### config.mk
export PLATFORM = sky130hd
export DESIGN_NAME = acr_adc_control
export DESIGN_NICKNAME = d
export VERILOG_FILES = /design/src/rtl/acr_pkg.sv /design/src/rtl/acr_adc_control.sv
export VERILOG_INCLUDE_DIRS = /design/src /design/src/rtl
export SDC_FILE = /design/constraint.sdc
export NUM_CORES = 1
export LEC_CHECK = 0
export BUFFER_PORTS_ARGS = -buffer_cell sky130_fd_sc_hd__buf_2
export CAP_MARGIN = 20
export CORE_ASPECT_RATIO = 2
export CORE_UTILIZATION = 56
export DETAILED_ROUTE_END_ITERATION = 10
export MAX_ROUTING_LAYER = met4
export PLACE_DENSITY = 0.77
export SLEW_MARGIN = 20
export SYNTH_ARGS = -nofsm -noshare
export SYNTH_HDL_FRONTEND = slang
export SYNTH_SLANG_ARGS = --single-unit
### constraint.sdc
create_clock -name clk_i -period 4.95 [get_ports clk_i]
set_input_delay 0.2475 -clock clk_i [delete_from_list [all_inputs] [get_ports clk_i]]
set_output_delay 0.2475 -clock clk_i [all_outputs]
set_load 0.05 [all_outputs]
### src/rtl/acr_cfg.svh
`ifndef ACR_CFG_SVH
`define ACR_CFG_SVH
// ----------------------------------------
// register offsets (byte index)
// ----------------------------------------
`define ACR_OFF_CONTROL_A 5'h00
`define ACR_OFF_ACC 5'h01
`define ACR_OFF_CLOCK_DIVIDER_SELECT 5'h02
`define ACR_OFF_DELAY 5'h03
`define ACR_OFF_WIN 5'h04
`define ACR_OFF_SAMPLING_EXTENSION 5'h05
`define ACR_OFF_MUXP 5'h08
`define ACR_OFF_MUXN 5'h09
`define ACR_OFF_CMD 5'h0a
`define ACR_OFF_EVENT_INPUT_CONTROL 5'h0b
`define ACR_OFF_IRQEN 5'h0c
`define ACR_OFF_IRQFL 5'h0d
`define ACR_OFF_HALT 5'h0e
`define ACR_OFF_SCRATCH 5'h0f
`define ACR_OFF_RES_L 5'h10
`define ACR_OFF_RES_H 5'h11
`define ACR_OFF_WLT_L 5'h12
`define ACR_OFF_WLT_H 5'h13
`define ACR_OFF_WHT_L 5'h14
`define ACR_OFF_WHT_H 5'h15
// ----------------------------------------
// field positions
// ----------------------------------------
`define ACR_BIT_ENABLE 0
`define ACR_BIT_CONTINUOUS_CONVERSION 1
`define ACR_BIT_RES_LO 2
`define ACR_BIT_LEFT 4
`define ACR_BIT_KIND 5
`define ACR_BIT_STDBY 7
`define ACR_BIT_START 0
`define ACR_BIT_STOP 1
`define ACR_BIT_READY 0
`define ACR_BIT_WMATCH 1
`define ACR_BIT_SDLY_LO 0
`define ACR_BIT_IDLY_LO 5
// ----------------------------------------
// reset values and timing
// ----------------------------------------
`define ACR_RST_BYTE 8'h00
`define ACR_RST_WORD 16'h0000
// conversion lengths in half converter clocks (13.5 and 11.5 cycles)
`define ACR_CONV_HALF_12 9'h01b
`define ACR_CONV_HALF_10 9'h017
// default sampling time in converter clocks
`define ACR_SAMP_BASE 9'h002
`endif

### src/rtl/acr_pkg.sv
package acr_pkg;
   typedef enum logic [2:0] {
      ACR_IDLE = 3'b000,
      ACR_INIT = 3'b001,
      ACR_CONV = 3'b011,
      ACR_GAP = 3'b010
   } acr_phase_type;

   typedef struct packed {
      logic [7:0] control_a;
      logic [7:0] acc;
      logic [7:0] clock_divider_select;
      logic [7:0] delay;
      logic [7:0] win;
      logic [7:0] sampling_extension;
      logic [7:0] muxp;
      logic [7:0] muxn;
      logic [7:0] event_input_control;
      logic [7:0] irqen;
      logic [7:0] irqfl;
      logic [7:0] halt;
      logic [7:0] scratch;
      logic [15:0] res;
      logic [15:0] wlt;
      logic [15:0] wht;
      logic start_pend;
      logic busy;
      logic ev_last;
      logic init_done;
      acr_phase_type phase;
      logic [8:0] div_cnt;
      logic [9:0] half_cnt;
      logic [8:0] tick_cnt;
      logic [15:0] acc_sum;
      logic [7:0] acc_left;
      logic [7:0] rdat;
      logic ack;
      logic ready_pulse;
      logic [6:0] sel_p;
      logic [6:0] sel_n;
      logic sample;
   } acr_state_type;

   typedef struct packed {
      logic [6:0] pos_sel;
      logic [6:0] neg_sel;
      logic two_input;
      logic sample;
   } acr_core_req_type;
endpackage

### src/rtl/acr_adc_control.sv
// ----------------------------------------
// Overview of operation
// ----------------------------------------
// Overview of operation
// RULE1: standby without run: finish conversion then stop
// RULE2: standby run set: keep converting in standby
// RULE3: kind 0: positive input, unsigned result
// RULE4: kind 1: both inputs, signed result
// RULE5: left justify places result left in word
// RULE6: resolution 0 is 12 bit, 1 is 10
// RULE7: 12 bit 13.5 clocks, 10 bit 11.5
// RULE8: continuous mode restarts after each conversion
// RULE9: software start launches first continuous conversion
// RULE10: conversions only while enable bit set
// RULE11: accumulation code selects 1 to 128 samples
// RULE12: nonzero accumulation presents sum in result
// RULE13: prescaler divides peripheral clock, 2 to 256
// RULE14: delay register fields 7:5 and 3:0, reset zero
// RULE15: start bit reads one while converting
// RULE16: event rising edge starts a conversion
// RULE17: startup delay 0 to 256 clocks before first
// RULE18: window mode sets match flag by comparison
// RULE19: reserved codes fall back to defaults
// RULE20: 16 bit registers as low then high byte
`timescale 1ns/10ps
`include "acr_cfg.svh"
module acr_adc_control (
   // clock and reset
   input wire logic clk_i,
   input wire logic rst_i,
   // wishbone slave
   input wire logic cyc_i,
   input wire logic stb_i,
   input wire logic we_i,
   input wire logic [4:0] adr_i,
   input wire logic [7:0] dat_i,
   input wire logic sel_i,
   output logic [7:0] dat_o,
   output logic ack_o,
   // system
   input wire logic standby_i,
   input wire logic halted_i,
   input wire logic event_i,
   // analog core
   input wire logic [11:0] core_data_i,
   output acr_pkg::acr_core_req_type core_o,
   output logic result_ready_o
);
   acr_pkg::acr_state_type r;
   acr_pkg::acr_state_type next_r;

   // ----------------------------------------
   // decode helpers
   // ----------------------------------------
   function automatic logic [8:0] div_of(input logic [3:0] c);
      unique case (c)
         4'h0: div_of = 9'd2;
         4'h1: div_of = 9'd4;
         4'h2: div_of = 9'd8;
         4'h3: div_of = 9'd12;
         4'h4: div_of = 9'd16;
         4'h5: div_of = 9'd20;
         4'h6: div_of = 9'd24;
         4'h7: div_of = 9'd28;
         4'h8: div_of = 9'd32;
         4'h9: div_of = 9'd48;
         4'ha: div_of = 9'd64;
         4'hb: div_of = 9'd96;
         4'hc: div_of = 9'd128;
         4'hd: div_of = 9'd256;
         default: div_of = 9'd2; // see RULE19
      endcase
   endfunction

   function automatic logic [8:0] init_of(input logic [2:0] c);
      unique case (c)
         3'h1: init_of = 9'd16;
         3'h2: init_of = 9'd32;
         3'h3: init_of = 9'd64;
         3'h4: init_of = 9'd128;
         3'h5: init_of = 9'd256;
         default: init_of = 9'd0; // see RULE19
      endcase
   endfunction

   function automatic logic [7:0] count_of(input logic [2:0] c);
      count_of = 8'h01 << c; // see RULE11
   endfunction

   logic [8:0] div_n;
   logic tick;
   logic res10;
   logic kind;
   logic running;
   logic bus_req;
   logic [15:0] sample_val;
   logic [15:0] new_sum;
   logic [15:0] shown;
   logic [9:0] conv_half;
   logic match;

   always_comb begin
      div_n = div_of(r.clock_divider_select[3:0]); // see RULE13
      tick = (r.div_cnt >= div_n - 9'd1);
      res10 = (r.control_a[`ACR_BIT_RES_LO +: 2] == 2'h1); // see RULE6
      kind = r.control_a[`ACR_BIT_KIND];
      // run in standby only with the standby bit; ongoing work completes
      running = r.control_a[`ACR_BIT_ENABLE] && !halted_i
         && (!standby_i || r.control_a[`ACR_BIT_STDBY] || r.busy); // see RULE1 RULE2 RULE10
      bus_req = cyc_i && stb_i && !r.ack;
      // 10-bit mode drops the two low core bits
      if (res10) begin
         sample_val = kind ? {{6{core_data_i[11]}}, core_data_i[11:2]}
            : {6'h00, core_data_i[11:2]}; // see RULE4 RULE3
      end else begin
         sample_val = kind ? {{4{core_data_i[11]}}, core_data_i}
            : {4'h0, core_data_i}; // see RULE4 RULE3
      end
      new_sum = r.acc_sum + sample_val; // see RULE12
      if (r.control_a[`ACR_BIT_LEFT]) begin
         shown = res10 ? {new_sum[9:0], 6'h00} : {new_sum[11:0], 4'h0}; // see RULE5
         if (r.acc[2:0] != 3'h0) begin
            shown = new_sum; // see RULE12
         end
      end else begin
         shown = new_sum;
      end
      // half-clock units: sampling length and base sampling time count twice
      conv_half = {1'b0, (res10 ? `ACR_CONV_HALF_10 : `ACR_CONV_HALF_12)}
         + {1'b0, r.sampling_extension, 1'b0} + {`ACR_SAMP_BASE, 1'b0}; // see RULE7
      unique case (r.win[2:0]) // see RULE18
         3'h1: match = kind ? ($signed(shown) < $signed(r.wlt)) : (shown < r.wlt);
         3'h2: match = kind ? ($signed(shown) > $signed(r.wht)) : (shown > r.wht);
         3'h3: match = kind ? ($signed(shown) >= $signed(r.wlt) && $signed(shown) <= $signed(r.wht))
            : (shown >= r.wlt && shown <= r.wht);
         3'h4: match = kind ? ($signed(shown) < $signed(r.wlt) || $signed(shown) > $signed(r.wht))
            : (shown < r.wlt || shown > r.wht);
         default: match = 1'b0;
      endcase
   end

   // ----------------------------------------
   // next state
   // ----------------------------------------
   always_comb begin
      next_r = r;
      next_r.ack = bus_req;
      next_r.ready_pulse = 1'b0;
      next_r.sample = 1'b0;
      next_r.ev_last = event_i;
      // prescaler, counts peripheral clocks while running, cleared otherwise
      if (running) begin
         next_r.div_cnt = tick ? 9'd0 : r.div_cnt + 9'd1;
      end else begin
         next_r.div_cnt = 9'd0;
      end
      if (!r.control_a[`ACR_BIT_ENABLE]) begin
         next_r.init_done = 1'b0;
      end
      // start requests
      if (event_i && !r.ev_last && r.event_input_control[0] && r.control_a[`ACR_BIT_ENABLE]) begin
         next_r.start_pend = 1'b1; // see RULE16
      end
      // sequencer
      unique case (r.phase)
         acr_pkg::ACR_IDLE: begin
            if (running && r.start_pend) begin // see RULE9
               next_r.start_pend = 1'b0;
               next_r.busy = 1'b1;
               next_r.acc_sum = 16'h0000;
               next_r.acc_left = count_of(r.acc[2:0]);
               next_r.sel_p = r.muxp[6:0];
               next_r.sel_n = r.muxn[6:0];
               next_r.tick_cnt = r.init_done ? 9'd0 : init_of(r.delay[7:5]); // see RULE17
               next_r.phase = acr_pkg::ACR_INIT;
            end
         end
         acr_pkg::ACR_INIT: begin
            next_r.init_done = 1'b1;
            if (r.tick_cnt == 9'd0) begin
               next_r.half_cnt = conv_half;
               next_r.sample = 1'b1;
               next_r.phase = acr_pkg::ACR_CONV;
            end else if (running && tick) begin
               next_r.tick_cnt = r.tick_cnt - 9'd1;
            end
         end
         acr_pkg::ACR_CONV: begin
            if (running && tick) begin
               next_r.half_cnt = (r.half_cnt > 10'd2) ? r.half_cnt - 10'd2 : 10'd0;
            end
            if (r.half_cnt == 10'd0) begin
               next_r.acc_sum = new_sum;
               next_r.acc_left = r.acc_left - 8'h01;
               if (r.acc_left == 8'h01) begin
                  next_r.res = shown;
                  next_r.ready_pulse = 1'b1;
                  next_r.irqfl[`ACR_BIT_READY] = 1'b1;
                  if (match) begin
                     next_r.irqfl[`ACR_BIT_WMATCH] = 1'b1;
                  end
                  next_r.busy = 1'b0; // see RULE15
                  if (r.control_a[`ACR_BIT_CONTINUOUS_CONVERSION]) begin
                     next_r.start_pend = 1'b1; // see RULE8
                  end
                  next_r.phase = acr_pkg::ACR_IDLE;
               end else begin
                  next_r.tick_cnt = {5'h00, r.delay[3:0]};
                  next_r.phase = acr_pkg::ACR_GAP;
               end
            end
         end
         acr_pkg::ACR_GAP: begin
            if (r.tick_cnt == 9'd0) begin
               next_r.half_cnt = conv_half;
               next_r.sample = 1'b1;
               next_r.phase = acr_pkg::ACR_CONV;
            end else if (running && tick) begin
               next_r.tick_cnt = r.tick_cnt - 9'd1;
            end
         end
         default: next_r.phase = acr_pkg::ACR_IDLE;
      endcase
      if (!r.control_a[`ACR_BIT_ENABLE]) begin
         next_r.phase = acr_pkg::ACR_IDLE; // see RULE10
         next_r.busy = 1'b0;
         next_r.start_pend = 1'b0;
      end
      // register reads
      unique case (adr_i)
         `ACR_OFF_CONTROL_A: next_r.rdat = r.control_a;
         `ACR_OFF_ACC: next_r.rdat = r.acc;
         `ACR_OFF_CLOCK_DIVIDER_SELECT: next_r.rdat = r.clock_divider_select;
         `ACR_OFF_DELAY: next_r.rdat = r.delay;
         `ACR_OFF_WIN: next_r.rdat = r.win;
         `ACR_OFF_SAMPLING_EXTENSION: next_r.rdat = r.sampling_extension;
         `ACR_OFF_MUXP: next_r.rdat = r.muxp;
         `ACR_OFF_MUXN: next_r.rdat = r.muxn;
         `ACR_OFF_CMD: next_r.rdat = {7'h00, r.busy | r.start_pend}; // see RULE15
         `ACR_OFF_EVENT_INPUT_CONTROL: next_r.rdat = r.event_input_control;
         `ACR_OFF_IRQEN: next_r.rdat = r.irqen;
         `ACR_OFF_IRQFL: next_r.rdat = r.irqfl;
         `ACR_OFF_HALT: next_r.rdat = r.halt;
         `ACR_OFF_SCRATCH: next_r.rdat = r.scratch;
         `ACR_OFF_RES_L: next_r.rdat = r.res[7:0]; // see RULE20
         `ACR_OFF_RES_H: next_r.rdat = r.res[15:8];
         `ACR_OFF_WLT_L: next_r.rdat = r.wlt[7:0];
         `ACR_OFF_WLT_H: next_r.rdat = r.wlt[15:8];
         `ACR_OFF_WHT_L: next_r.rdat = r.wht[7:0];
         `ACR_OFF_WHT_H: next_r.rdat = r.wht[15:8];
         default: next_r.rdat = 8'h00;
      endcase
      // register writes
      if (bus_req && we_i && sel_i) begin
         unique case (adr_i)
            `ACR_OFF_CONTROL_A: next_r.control_a = dat_i & 8'hbf;
            `ACR_OFF_ACC: next_r.acc = {5'h00, dat_i[2:0]};
            `ACR_OFF_CLOCK_DIVIDER_SELECT: next_r.clock_divider_select = {4'h0, dat_i[3:0]};
            `ACR_OFF_DELAY: next_r.delay = {dat_i[7:5], 1'b0, dat_i[3:0]}; // see RULE14
            `ACR_OFF_WIN: next_r.win = {5'h00, dat_i[2:0]};
            `ACR_OFF_SAMPLING_EXTENSION: next_r.sampling_extension = dat_i;
            `ACR_OFF_MUXP: next_r.muxp = {1'b0, dat_i[6:0]};
            `ACR_OFF_MUXN: next_r.muxn = {1'b0, dat_i[6:0]};
            `ACR_OFF_CMD: begin
               if (dat_i[`ACR_BIT_STOP]) begin
                  next_r.start_pend = 1'b0;
                  next_r.busy = 1'b0;
                  next_r.phase = acr_pkg::ACR_IDLE;
               end else if (dat_i[`ACR_BIT_START] && r.control_a[`ACR_BIT_ENABLE]) begin
                  next_r.start_pend = 1'b1; // see RULE9
               end
            end
            `ACR_OFF_EVENT_INPUT_CONTROL: next_r.event_input_control = {7'h00, dat_i[0]};
            `ACR_OFF_IRQEN: next_r.irqen = {6'h00, dat_i[1:0]};
            // flags clear on one, but a same-cycle set wins unless the flag was already set
            `ACR_OFF_IRQFL: next_r.irqfl = {6'h00, next_r.irqfl[1:0]
               & ~(dat_i[1:0] & ~(next_r.irqfl[1:0] & ~r.irqfl[1:0]))};
            `ACR_OFF_HALT: next_r.halt = {7'h00, dat_i[0]};
            `ACR_OFF_SCRATCH: next_r.scratch = dat_i;
            `ACR_OFF_WLT_L: next_r.wlt[7:0] = dat_i; // see RULE20
            `ACR_OFF_WLT_H: next_r.wlt[15:8] = dat_i;
            `ACR_OFF_WHT_L: next_r.wht[7:0] = dat_i;
            `ACR_OFF_WHT_H: next_r.wht[15:8] = dat_i;
            default: next_r.scratch = r.scratch;
         endcase
      end
   end

   // ----------------------------------------
   // state register
   // ----------------------------------------
   always_ff @(posedge clk_i) begin
      if (rst_i) begin
         r <= '0;
      end else begin
         r <= next_r;
      end
   end

   // ----------------------------------------
   // outputs
   // ----------------------------------------
   assign dat_o = r.rdat;
   assign ack_o = r.ack;
   assign result_ready_o = r.ready_pulse;
   assign core_o.pos_sel = r.sel_p;
   assign core_o.neg_sel = r.sel_n;
   assign core_o.two_input = r.control_a[`ACR_BIT_KIND]; // see RULE4
   assign core_o.sample = r.sample;
endmodule

== Word-level counts from Yosys, hierarchy flattened ==
Memories as Yosys holds them, arrays and structs flattened. A register that Yosys moved wholly into a read port is not among the register bits.
Cells that the tools add are included.

* Flip-flop bits (word level): 192
* Memory bits (read-only): 128
* Input bits: 34
* Logic and storage cells: 222
* Memories kept: 1

{| class="wikitable"
|+ Memories
! name !! words !! bits a word !! rd ports !! clocked after Yosys merged registers in !! write ports !! RTL line !! RTL
|-
| (no name shown) || 16 || 8 || 1 || 1 || 0 || acr_adc_control.sv:56 || <nowiki>unique case (c)</nowiki>
|}

* Add/subtract/negate cells: 8
* Magnitude comparators: 10
* Equality and inequality tests: 41
* Shift operators: 1
* Muxes and demuxes: 61
* Bitwise gates (word level): 11
* Reduce and logical (&&, ||, !) cells: 55

{| class="wikitable"
|+ Operators with widths
! kind !! count
|-
| $pmux 8 s20 || 1
|-
| $mux 16 || 6
|-
| $mux 33 || 2
|-
| $pmux 24 s2 || 1
|-
| $pmux 9 s5 || 1
|-
| $eq 5x4->1 const B || 8
|-
| $mux 9 || 4
|-
| $reduce_and 2->1 || 17
|-
| $ge 16x16->1 || 2
|-
| $gt 16x16->1 || 2
|-
| $le 16x16->1 || 2
|-
| $lt 16x16->1 || 2
|-
| $eq 5x5->1 const B || 6
|-
| $mux 10 || 3
|-
| $pmux 9 s3 || 1
|-
| $mux 2 || 11
|-
| $mux 3 || 7
|-
| $pmux 10 s2 || 1
|-
| $eq 3x2->1 const B || 6
|-
| $mux 18 || 1
|-
| $sub 9x1->9 const B || 2
|-
| $add 16x16->16 || 1
|-
| $mux 1 || 15
|-
| $logic_and 1x1->1 || 14
|-
| 38 further kinds || 71
|}

== Longest topological paths before layout ==
Gate-level depths: netlist of run 1.

* Depth after elaboration: 21
* Depth in mapped cells: 25
* Mapped depth without buffers: 23

== Least setup slack after synthesis of run 1 ==
OpenSTA, ideal clock, no wires.

* Kind: register to register
* Start: register r[230] (netlist bit)
* End: register r[149] (netlist bit)
* Arrival: 4,833 ps
* Slack: 47 ps
* Stages on the path, launching flop included: 25
* Path buffers: 2
* Clock period less this slack: 4,903 ps
* Path through: dfxtp_1 > nor2b_1 > inv_1 > clkbuf_1 > buf_1 > nand2_1 > nand2_1 > ha_1 > inv_1 > fa_1 > nor2b_1 > o2111ai_1 > a31oi_1 > mux2_2 > nor2_1 > o21ai_0 > o21a_1 > ha_1 > nand3_1 > nor4_1 > o21ai_0 > nor4bb_1 > a311oi_1 > mux2_2 > a21oi_1

* Word-level cells in the longest chain between the ends: 21
* Elaborated cells between the ends (all ways): 34

{| class="wikitable"
|+ RTL lines
! element !! RTL line !! RTL
|-
| start: declaration || acr_adc_control.sv:49 || <nowiki>acr_pkg::acr_state_type r;</nowiki>
|-
| start signal: assignment || acr_adc_control.sv:296 || <nowiki>r <= next_r;</nowiki>
|-
| $eq 2x1->1 * || acr_adc_control.sv:105 || <nowiki>res10 = (r.control_a[`ACR_BIT_RES_LO +: 2] == 2'h1);</nowiki>
|-
| $mux 16 || acr_adc_control.sv:112 || <nowiki>if (res10) begin</nowiki>
|-
| $add 16x16->16 || acr_adc_control.sv:119 || <nowiki>new_sum = r.acc_sum + sample_val;</nowiki>
|-
| $mux 16 || acr_adc_control.sv:121 || <nowiki>shown = res10 ? {new_sum[9:0], 6'h00} : {new_sum[11:0], 4'h0};</nowiki>
|-
| $mux 16 || acr_adc_control.sv:122 || <nowiki>if (r.acc[2:0] != 3'h0) begin</nowiki>
|-
| $mux 16 * || acr_adc_control.sv:120 || <nowiki>if (r.control_a[`ACR_BIT_LEFT]) begin</nowiki>
|-
| net shown[14] || acr_adc_control.sv:98 || <nowiki>logic [15:0] shown;</nowiki>
|-
| $lt 16x16->1, or another cell as far along || acr_adc_control.sv:132, acr_adc_control.sv:137 ||
|-
| (+6 left out) || n/a ||
|-
| $mux 2 * || acr_adc_control.sv:165 || <nowiki>unique case (r.phase)</nowiki>
|-
| $and 2x2->2 || acr_adc_control.sv:277 || <nowiki>& ~(dat_i[1:0] & ~(next_r.irqfl[1:0] & ~r.irqfl[1:0]))};</nowiki>
|-
| $not 2->2 || acr_adc_control.sv:277 ||
|-
| $and 2x2->2 || acr_adc_control.sv:277 ||
|-
| $not 2->2 || acr_adc_control.sv:277 ||
|-
| $and 2x2->2 || acr_adc_control.sv:277 ||
|-
| $mux 2 || acr_adc_control.sv:255 || <nowiki>unique case (adr_i)</nowiki>
|-
| $mux 18 * || acr_adc_control.sv:254 || <nowiki>if (bus_req && we_i && sel_i) begin</nowiki>
|}

The timed path passes the listed nets; every way through them passes the cells marked *.
A chain may end at the register's enable or synchronous reset.

== Worst setup path after layout of run 1 ==
Same ends and word-level chain as after synthesis.

==> results of run 1 <==
## power by group through the flow
stage,Combinational [mW],Sequential [mW],Clock [mW]
floorplan,0.109,1.65,0
global placement,0.170,1.65,0
detailed placement,0.172,1.65,0
CTS,0.172,1.61,1.49
global route,0.194,1.61,1.55
finish,0.182,1.61,1.48
## kinds of logic after synthesis
| family | Yosys count | synth area share [%] |
|---|---|---|
| AND/OR/NAND/NOR | 588 | 23.6 |
| AO/OA/AOI/OAI | 338 | 19.0 |
| flip-flops | 200 | 35.5 |
| buffers and inverters | 164 | 6.49 |
| adder cells (fa/ha/maj) | 69 | 7.79 |
| multiplexers | 52 | 4.64 |
| XOR/XNOR | 39 | 3.03 |
| other | 1 | 0.0332 |
## flip-flops by register name, summed over array words and instances, names as in the netlist
| name | count |
|---|---|
| ack_o | 1 |
| div_n | 8 |
| r | 166 |
| result_ready_o | 1 |
| dat_o | 8 |
| core_o | 16 |
## timing repair
| item | in CTS | in global routing |
|---|---|---|
| setup endpoints to repair | 1 | 1 |
| setup buffers | 0 | 3 |
| resized for setup | 1 | 18 |
| pin swaps | 2 | 8 |
## worst max-delay path: stages (launching register included)
cell and delay (ps):
dfxtp_1 340, nor2b_4 160, inv_1 90, buf_4 200, nand2_1 80, nand2_1 60
ha_1 320, o21ai_1 100, nor4_1 400, a21oi_2 150, or3_1 380, nand3_1 140
xnor2_1 80, nor2_1 170, nor2_1 110, ha_1 340, nand4_1 150, nor4_2 340
o21ai_1 130, nor4bb_1 170, a311oi_2 270, mux2_2 360, a21oi_1 130
## layout make-up
cell class,instances,area (sq um)
Multi-Input combinational cell,1087,6650
Clock buffer,19,443
Fill cell,1806,7480
Clock inverter,13,184
Inverter,60,225
Timing Repair Buffer,87,508
Tap cell,262,328
Sequential cell,200,4000
## through the flow
step	util [%]	power [mW]	setup TNS, ps	std cells	worst slack, ps
finish	62.3	3.27	0	1728	193
global route	62.3	3.36	-44.3	1728	-44.3
CTS	61.8	3.28	0	1725	7.64
detailed placement	58.6	1.82	0	1693	57.0
global placement	58.6	1.82	0	1693	158
floorplan	-	1.76	0	1451	47.4
## per-layer routing
layer	vias up	global-route usage (%)
met5	-	-
met4	0	33.7
met3	208	8.12
met2	432	60.6
met1	5031	33.9
li1	5104	-
## worst min-delay path by stage
| stage | start | end | slack (ps) | cells after the start |
|---|---|---|---|---|
| final | event_i | r[81]$_SDFF_PP0_ | 30 | 2 |
| after global routing | event_i | r[81]$_SDFF_PP0_ | 60 | 2 |
| after CTS | stb_i | ack_o$_SDFF_PP0_ | 30 | 3 |
| after detailed placement | ack_o$_SDFF_PP0_ | ack_o$_SDFF_PP0_ | 440 | 1 |
| after global placement | ack_o$_SDFF_PP0_ | ack_o$_SDFF_PP0_ | 420 | 1 |
| after floorplan | rst_i | r[212]$_SDFFE_PP0P_ | 350 | 1 |
## synthesized netlist by cell type (4+ instances only)
cell | number | area [sq um]
a222oi_1 | 9 | 90.1
o21bai_1 | 5 | 37.5
inv_1 | 60 | 225
nor4_1 | 10 | 62.6
or2_2 | 6 | 37.5
dfxtp_1 | 200 | 4000
nand3b_1 | 4 | 30.0
buf_1 | 7 | 26.3
o22ai_1 | 7 | 43.8
nand4_1 | 6 | 37.5
a22oi_1 | 26 | 195
and3_1 | 16 | 100
a21oi_1 | 132 | 661
clkbuf_1 | 64 | 240
a31oi_1 | 20 | 125
a22o_1 | 9 | 78.8
nand2b_1 | 15 | 93.8
or3_1 | 8 | 50.1
nor4b_1 | 4 | 35.0
or4_1 | 4 | 30.0
a211oi_1 | 13 | 97.6
buf_2 | 6 | 30.0
a21o_1 | 16 | 120
and2_1 | 9 | 56.3
nand2_1 | 222 | 833
o32ai_1 | 5 | 43.8
ha_1 | 67 | 838
o21a_1 | 7 | 52.6
nor2b_1 | 11 | 68.8
a221oi_1 | 14 | 123
mux2i_1 | 50 | 500
xor2_1 | 18 | 158
xnor2_1 | 21 | 184
nand3_1 | 47 | 235
nor3_1 | 48 | 240
buf_4 | 25 | 188
o21ai_0 | 47 | 235
o211ai_1 | 6 | 45.0
nor2_1 | 161 | 604
==> results by group, run 1 <==
Run status
  • Outcome: finished clean

Power
  • Max rail drop VDD: 223 uV
  • Switching fraction of total power: 25.3%
  • Sequential fraction of design power: 49.2%
  • Clock power share: 45.2%
  • Power density over the cells: 265 nW/um^2
  • Leakage dissipation: 4.57 nW
  • Net Switching: 0.827 mW
  • Internal Dissipation: 2.45 mW
  • Part of the total power dissipated in combinational logic: 5.6%

Logic synthesis
  • Register area share after synthesis: 35.5%
  • Primary FF master, synth: dfxtp_1
  • Post-synthesis instance total: 1451
  • Synthesized netlist net count: 1554
  • Count of cell types in the netlist: 69
  • FF+latch count, synth: 200
  • Count of flip-flops with a built-in enable after synthesis: 0
  • Share of flip-flops with an asynchronous set or reset: 0%
  • Synth Warn #: 0
  • Mapped cell area: 11300 sq um
  • Mean instance size in the synthesized netlist: 7.77 sq um

STA
  • Least-Margin Pin Slew: 1110 ps
  • Endpoints failing setup: 0
  • Final-report hold violation count: 0
  • Final cycle utilization of the critical path: 96.1%
  • Worst clock skew on the final layout: 12.5 ps
  • Number of max-slew violations in the final report: 0
  • Crit path time final: 4760 ps
  • Worst rel slew slack: 25.8%
  • Fmax achieved: 0.210 GHz
  • Hold slack final: 33.1 ps

Route
  • Routed length on met2: 17.7 mm
  • Routed vias/inst: 6.24
  • Max layer used: met4
  • Antenna violation net count after detailed routing: 0
  • Vias post-DR: 10.8k
  • Routed wirelength normalized by instance count: 20.7 um
  • First-pass iteration count of the detailed router: 6
  • Post-Route WL: 35.7 mm
  • Met3 Routed Length: 2.02 mm
  • Met1 layer wirelength in the final routing: 12.1 mm
  • Detailed Route Iter0 Violations: 789
  • Number of design rule violations left after detail routing: 0

Global route
  • Number of antenna violations at the first check in global routing: 0
  • Largest net degree at the start of global routing: 83
  • Total overflow reported by the global router: 0
  • Global-route wire length before repair: 54.6 mm
  • Total Routing Usage GR: 36.6%
  • Via count of the first global-routing pass: 10.5k

Setup path
  • Critical path peak fanout: 13
  • Type of element capturing the critical path: flip-flop
  • Critical R2R Launch: r[230]$_SDFFE_PP0P_
  • Arrival time at the worst endpoint: 5150 ps
  • R2R depth: 22
  • Worst setup startpoint: r[230]$_SDFFE_PP0P_
  • Critical Path Start Type: flip-flop
  • Type of the worst setup path: reg2reg
  • CP Capture Point: r[149]$_SDFF_PP0_
  • Reg-to-reg slack, setup: 190 ps
  • Endpoint of the worst-slack reg-to-reg timing path: r[149]$_SDFF_PP0_
  • Worst endpoint required time: 5340 ps

Floorplanning
  • Core Area: 19800 sq um
  • Die footprint: 20800 sq um
  • Effective utilization at floorplan: 56.9%
  • Total number of placement rows: 73
  • Horizontal die dimension: 102 um
  • Number of primary I/O pins: 60
  • Vertical extent of the die: 203 um

Finish
  • Synthesis-to-finish area growth: 9.41%
  • Total number of nets in the final design: 1556
  • Commonest non-fill, non-tap cell in the layout: nand2_1
  • Fraction of layout cells with a size suffix above 1: 10.3%
  • Highest-count cells in the layout ignoring fill and taps: nand2_1, dfxtp_1, nor2_1
  • Antenna diodes: 0
  • Finished Cell Area: 12300 sq um

CTS
  • Number of buffers created by CTS: 17
  • Number of buffers on the longest clock path: 2
  • CTS H-tree depth: 4
  • Clock-pin slew on the worst setup and hold paths: 80 ps
  • Number of sinks on the clock net: 200
  • Clock root cell: clkbuf_16
  • Clock Latency Late Sink: 470 ps
  • CTS tree: built
  • Cts-stage hold buffer count: 0

Placement
  • Standard cell area after detailed placement: 11600 sq um
  • Port-buffer cells: 59
  • GP Congestion: 1.01
  • Detailed placer's ending HPWL: 26.7 mm

Worst hold path
  • Min-delay worst type: in2reg

Run
  • Max Cap Viol: 0
Note: power is estimated with default switching activity, not from simulation.
==> run 2: changes to the inputs <==
--- a/config.mk
+++ b/config.mk
@@ -9,10 +9,11 @@
 export BUFFER_PORTS_ARGS = -buffer_cell sky130_fd_sc_hd__buf_2
 export CAP_MARGIN = 20
 export CORE_ASPECT_RATIO = 2
-export CORE_UTILIZATION = 56
+export CORE_UTILIZATION = 65
 export DETAILED_ROUTE_END_ITERATION = 10
 export MAX_ROUTING_LAYER = met4
-export PLACE_DENSITY = 0.77
+export PLACE_DENSITY = 0.84
+export SETUP_SLACK_MARGIN = 0.5
 export SLEW_MARGIN = 20
 export SYNTH_ARGS = -nofsm -noshare
 export SYNTH_HDL_FRONTEND = slang
==> constraint.sdc (replaced) <==
create_clock -name clk_i -period 6.1 [get_ports clk_i]
set_input_delay 0.305 -clock clk_i [delete_from_list [all_inputs] [get_ports clk_i]]
set_output_delay 0.305 -clock clk_i [all_outputs]
set_load 0.05 [all_outputs]
==> results by group, run 2 (synthesis results as in run 1) <==
Run status
  • Outcome: finished clean

Power
  • Max rail drop VDD: 184 uV
  • Power consumption: 2.59 mW
  • Power density over the cells: 215 nW/um^2
  • Leakage dissipation: 4.47 nW

CTS
  • Cts-stage hold buffer count: 0
  • Clock root cell: clkbuf_16
  • CTS tree: built
  • CTS H-tree depth: 4
  • Clock-pin slew on the worst setup and hold paths: 80 ps
  • Clock Latency Late Sink: 450 ps
  • Number of sinks on the clock net: 200
  • Number of buffers created by CTS: 17
  • Post CTS Setup Buffer Count: 0
  • Number of buffers on the longest clock path: 2

Global route
  • Global-route wire length before repair: 54.7 mm
  • Met1 track demand over resource: 39.2%
  • Highest-utilization routing layer at the global route stage: met2
  • Number of antenna violations at the first check in global routing: 1
  • Total overflow reported by the global router: 0
  • Via count of the first global-routing pass: 10.5k
  • Grt met3 use: 8.15%
  • Total Routing Usage GR: 41.9%
  • Met2 Use GR: 69.3%
  • Largest net degree at the start of global routing: 81

Finish
  • Commonest non-fill, non-tap cell in the layout: nand2_1
  • Synthesis-to-finish area growth: 6.71%
  • Most flops, register: r
  • Flip-flop count of the largest register, all copies and words added: 166
  • Highest-count cells in the layout ignoring fill and taps: nand2_1, dfxtp_1, nor2_1
  • Total number of nets in the final design: 1539
  • Fraction of layout cells with a size suffix above 1: 8.14%
  • Count of non-filler cells in the finished layout: 1657
  • Number of filler instances in the final layout: 1379

Route
  • Routed vias/inst: 6.56
  • First-pass iteration count of the detailed router: 9
  • Vias post-DR: 10.9k
  • Antenna violation net count after detailed routing: 0
  • Detailed Route Iter0 Violations: 779
  • Number of design rule violations left after detail routing: 0
  • Post-Route WL: 35.4 mm
  • Routed wirelength normalized by instance count: 21.4 um

Setup path
  • Worst endpoint required time: 6490 ps
  • Type of the worst setup path: reg2reg
  • Cell at the slowest stage of the critical path: fa_1
  • Critical path peak fanout: 21
  • Critical Path Start Type: flip-flop
  • List of cells traversed by the critical path: nor2b_1, buf_4, nand2_1, nand2_1, ha_1, inv_1, fa_1, nor2b_1, o2111ai_1, a31oi_2, mux2_2, nor3_1, a31oi_1, ha_1, nand4_1, nor4_1, o21ai_0, nor4bb_1, a311oi_1, mux2_2, a21oi_1
  • Reg-to-reg slack, setup: 940 ps
  • Critical path's top delay family: simple AND/OR/NAND/NOR gates
  • Critical path buffers and inverters: 2
  • Max incr delay on CP: 400 ps
  • Arrival time at the worst endpoint: 5550 ps
  • Type of element capturing the critical path: flip-flop

Floorplanning
  • Total number of placement rows: 67
  • Core Area: 16800 sq um
  • Effective utilization at floorplan: 66.9%
  • Die footprint: 17900 sq um
  • Number of primary I/O pins: 60
  • Horizontal die dimension: 95.2 um
  • Vertical extent of the die: 188 um

STA
  • Worst rel slew slack: 27.1%
  • Final-report hold violation count: 0
  • Worst clock skew on the final layout: 18.8 ps
  • Crit path time final: 5160 ps
  • Setup repair after global routing missed its margin: no
  • Fmax achieved: 0.194 GHz
  • Least-Margin Pin Slew: 1080 ps
  • Endpoints failing setup: 0
  • Summed negative setup slack over all endpoints: 0 ps
  • Number of max-slew violations in the final report: 0
  • Final cycle utilization of the critical path: 84.6%

Placement
  • GP Congestion: 1.01
  • Port-buffer cells: 59
  • Detailed placer's ending HPWL: 26.4 mm
  • DP Cell Count: 1623

Run
  • Max Cap Viol: 0

Worst hold path
  • Min-delay worst type: in2reg
run 2: stage by stage:
step / cell area, sq um / util, % / setup WS, ps / hold slack [ps]
6_report: 12000 / 71.4 / 937 / 95.8
5_1_grt: 12000 / 71.4 / 501 / 114
4_1_cts: 12000 / 71.3 / 903 / 90.0
3_5_place_dp: 11400 / 67.8 / 934 / 432
3_3_place_gp: 11400 / 67.8 / 1070 / 427
2_1_floorplan: 11300 / - / 1200 / 408
run 2: worst min-delay path, stage by stage:
cell and delay, ps:
buf_2 90, nand2_1 60, nor3_1 40
run 2: path summary, 6_finish.rpt:
path	from	endpoint	depth (start not counted)
worst max register to register	r[230]$_SDFFE_PP0P_	r[149]$_SDFF_PP0_	21
worst min-delay path	stb_i	ack_o$_SDFF_PP0_	3
worst max-delay path	r[230]$_SDFFE_PP0P_	r[149]$_SDFF_PP0_	21
worst min register to register	ack_o$_SDFF_PP0_	ack_o$_SDFF_PP0_	1
run 2: repair_timing:
item                                    4_1_cts  5_1_grt
endpoints found under the setup margin        0        1
resized for setup                             0        1
endpoints found under the hold margin         0        0
run 2: report_power, final:
part / leakage [nW] / internal (mW) / switching [mW]
sequential: 1.61 / 1.31 / 0.00223
clock: 0.294 / 0.555 / 0.590
combinational: 2.57 / 0.0393 / 0.101
run 2: final cells by class:
type	count	area [sq um]	share of cell area [%]
clock buffers	17	425	3.53
clock inverters	15	175	1.46
well taps	207	259	2.15
repair buffers	70	380	3.16
inverters	60	225	1.87
multi-input cells	1087	6570	54.5
flip-flops and latches	200	4000	33.3
diodes	1	2.50	0.0208
run 2: metal layers:
metal	wire length [um]	up-vias
met5	0	-
met1	12000	5069
met4	3740	0
li1	-	5064
met2	17600	526
met3	2070	218
==> run 3: changes to the inputs <==
--- a/config.mk
+++ b/config.mk
@@ -9,10 +9,10 @@
 export BUFFER_PORTS_ARGS = -buffer_cell sky130_fd_sc_hd__buf_2
 export CAP_MARGIN = 20
 export CORE_ASPECT_RATIO = 2
-export CORE_UTILIZATION = 65
+export CORE_UTILIZATION = 56
 export DETAILED_ROUTE_END_ITERATION = 10
 export MAX_ROUTING_LAYER = met4
-export PLACE_DENSITY = 0.84
+export PLACE_DENSITY = 0.77
 export SETUP_SLACK_MARGIN = 0.5
 export SLEW_MARGIN = 20
 export SYNTH_ARGS = -nofsm -noshare
==> constraint.sdc (replaced) <==
create_clock -name clk_i -period 4.6 [get_ports clk_i]
set_input_delay 0.23 -clock clk_i [delete_from_list [all_inputs] [get_ports clk_i]]
set_output_delay 0.23 -clock clk_i [all_outputs]
set_load 0.05 [all_outputs]
==> results by group, run 3 (synthesis results as in run 1) <==
Floorplanning
  • Core Area: 19800 sq um
  • Effective utilization at floorplan: 56.9%
  • Die footprint: 20800 sq um
  • Horizontal die dimension: 102 um
  • Vertical extent of the die: 203 um
  • Total number of placement rows: 73
  • Number of primary I/O pins: 60

Global route
  • Total Routing Usage GR: 38.0%
  • Number of antenna violations at the first check in global routing: 1
  • Total overflow reported by the global router: 0
  • Via count of the first global-routing pass: 10.6k
  • Largest net degree at the start of global routing: 72
  • Global-route wire length before repair: 56.9 mm

CTS
  • Clock-pin slew on the worst setup and hold paths: 80 ps
  • CTS tree: built
  • Clock root cell: clkbuf_16
  • Number of sinks on the clock net: 200
  • Clock Latency Late Sink: 460 ps
  • CTS H-tree depth: 4
  • Cts-stage hold buffer count: 0
  • Number of buffers on the longest clock path: 2
  • Number of buffers created by CTS: 17

STA
  • Worst rel slew slack: 24.2%
  • Crit path time final: 4530 ps
  • Summed negative setup slack over all endpoints: 0 ps
  • Worst clock skew on the final layout: 12.2 ps
  • Final cycle utilization of the critical path: 98.5%
  • Final-report hold violation count: 0
  • Setup repair after global routing missed its margin: yes
  • Fmax achieved: 0.221 GHz
  • Number of max-slew violations in the final report: 0
  • Least-Margin Pin Slew: 1130 ps
  • Endpoints failing setup: 0

Route
  • Post-Route WL: 37.6 mm
  • First-pass iteration count of the detailed router: 6
  • Routed vias/inst: 6.26
  • Detailed Route Iter0 Violations: 861
  • Antenna violation net count after detailed routing: 0
  • Routed wirelength normalized by instance count: 21.4 um
  • Number of design rule violations left after detail routing: 0
  • Vias post-DR: 11.0k

Power
  • Clock power share: 44.1%
  • Leakage dissipation: 4.78 nW
  • Part of the total power dissipated in combinational logic: 6.2%
  • Internal Dissipation: 2.62 mW
  • Net Switching: 0.873 mW
  • Switching fraction of total power: 25.0%
  • Power density over the cells: 272 nW/um^2
  • Sequential fraction of design power: 49.7%
  • Max rail drop VDD: 242 uV

Setup path
  • Type of element capturing the critical path: flip-flop
  • Critical Path Start Type: flip-flop
  • Arrival time at the worst endpoint: 4930 ps
  • Worst setup startpoint: r[230]$_SDFFE_PP0P_
  • Critical path peak fanout: 8
  • Worst endpoint required time: 5000 ps
  • Critical R2R Launch: r[230]$_SDFFE_PP0P_
  • Type of the worst setup path: reg2reg

Finish
  • Flip-flop count of the largest register, all copies and words added: 166
  • Combined area of the multi-input logic cells: 6930 sq um
  • Total number of nets in the final design: 1587
  • Fraction of layout cells with a size suffix above 1: 15.0%
  • Commonest non-fill, non-tap cell in the layout: nand2_1
  • Number of filler instances in the final layout: 1751
  • Highest-count cells in the layout ignoring fill and taps: nand2_1, dfxtp_1, nor2_1
  • Most flops, register: r
  • Sequential cell area: 4010 sq um
  • Synthesis-to-finish area growth: 13.9%
  • Count of non-filler cells in the finished layout: 1760

Placement
  • Detailed placer's ending HPWL: 27.5 mm
  • Port-buffer cells: 59
  • GP Congestion: 1.06
  • DP Cell Count: 1706

Run
  • Max Cap Viol: 0

Run status
  • Outcome: finished clean

Worst hold path
  • Min-delay worst type: in2reg
  • Hold path start: stb_i
## run 3: changes by cell type in the layout (fill, tap and decap cells not counted), sizes merged
cell	previous run	this run
buf	70	118
bufinv	0	2
clkbuf	17	18
clkinv	8	3
clkinvlp	0	3
inv	67	66
## run 3: final timing paths
kind | depth (start not counted) | end | slack [ps]
max | 25 | r[149]$_SDFF_PP0_ | 70
min | 3 | ack_o$_SDFF_PP0_ | 20
min reg2reg | 2 | core_o[11]$_SDFFE_PP0P_ | 460
max reg2reg | 25 | r[149]$_SDFF_PP0_ | 70
## run 3: area by class of cell
type	instances	area share, %
clock inverters	14	1.25
clock buffers	18	3.34
multi-input cells	1087	53.9
diodes	1	0.0195
inverters	60	1.81
repair buffers	118	5.91
well taps	262	2.55
flip-flops and latches	200	31.2
## run 3: through the flow
| stage | setup WS, ps | util (%) | cell area [sq um] | hold slack [ps] | total power [mW] |
|---|---|---|---|---|---|
| finish | 69.1 | 64.8 | 12800 | 21.2 | 3.49 |
| detailed placement | 13.9 | 59.3 | 11800 | 447 | 1.97 |
| global placement | 124 | 59.3 | 11800 | 426 | 1.97 |
| global route | -157 | 64.8 | 12800 | 39.8 | 3.58 |
| CTS | 132 | 63.6 | 12600 | 5.59 | 3.49 |
| floorplan | 302 | - | 11400 | 333 | 1.89 |
## run 3: what timing repair did
action                                 4_1_cts  5_1_grt
gates resized for setup                     33       39
setup endpoints to repair                    1        1
setup buffers                               12        9
endpoints found under the hold margin        0        0
pin swaps                                   20       26
## run 3: power by group through the flow
stage	clock [mW]	combinational [mW]	sequential (mW)
2_1_floorplan	0	0.120	1.77
3_3_place_gp	0	0.193	1.78
3_5_place_dp	0	0.195	1.78
4_1_cts	1.55	0.202	1.73
5_1_grt	1.62	0.231	1.73
6_report	1.54	0.218	1.73
## run 3: per-layer routing
layer | up-vias | share of wire (%) | track usage, %
li1 | 5150 | - | -
met5 | - | 0 | -
met2 | 472 | 50 | 62.7
met1 | 5194 | 34 | 35.6
met3 | 199 | 6.1 | 8.92
met4 | 0 | 10 | 34.1
## run 3: worst max-delay path: stages (launching register included)
cell and delay [ps]:
dfxtp_2 330, nor2b_4 230, buf_6 150, inv_8 40, nand2_4 60, nand2_2 60, ha_4 160, buf_4 130
a211oi_2 250, o21bai_1 130, a2111o_1 420, a21oi_2 150, xor2_1 190, o21ai_1 90, a21oi_2 180, nor2_2 70
buf_4 140, ha_4 260, nand4_1 120, nor4_2 340, o21ai_1 120, and3b_1 200, nor3_2 120, a311oi_2 70
mux2_4 310, a21oi_2 120
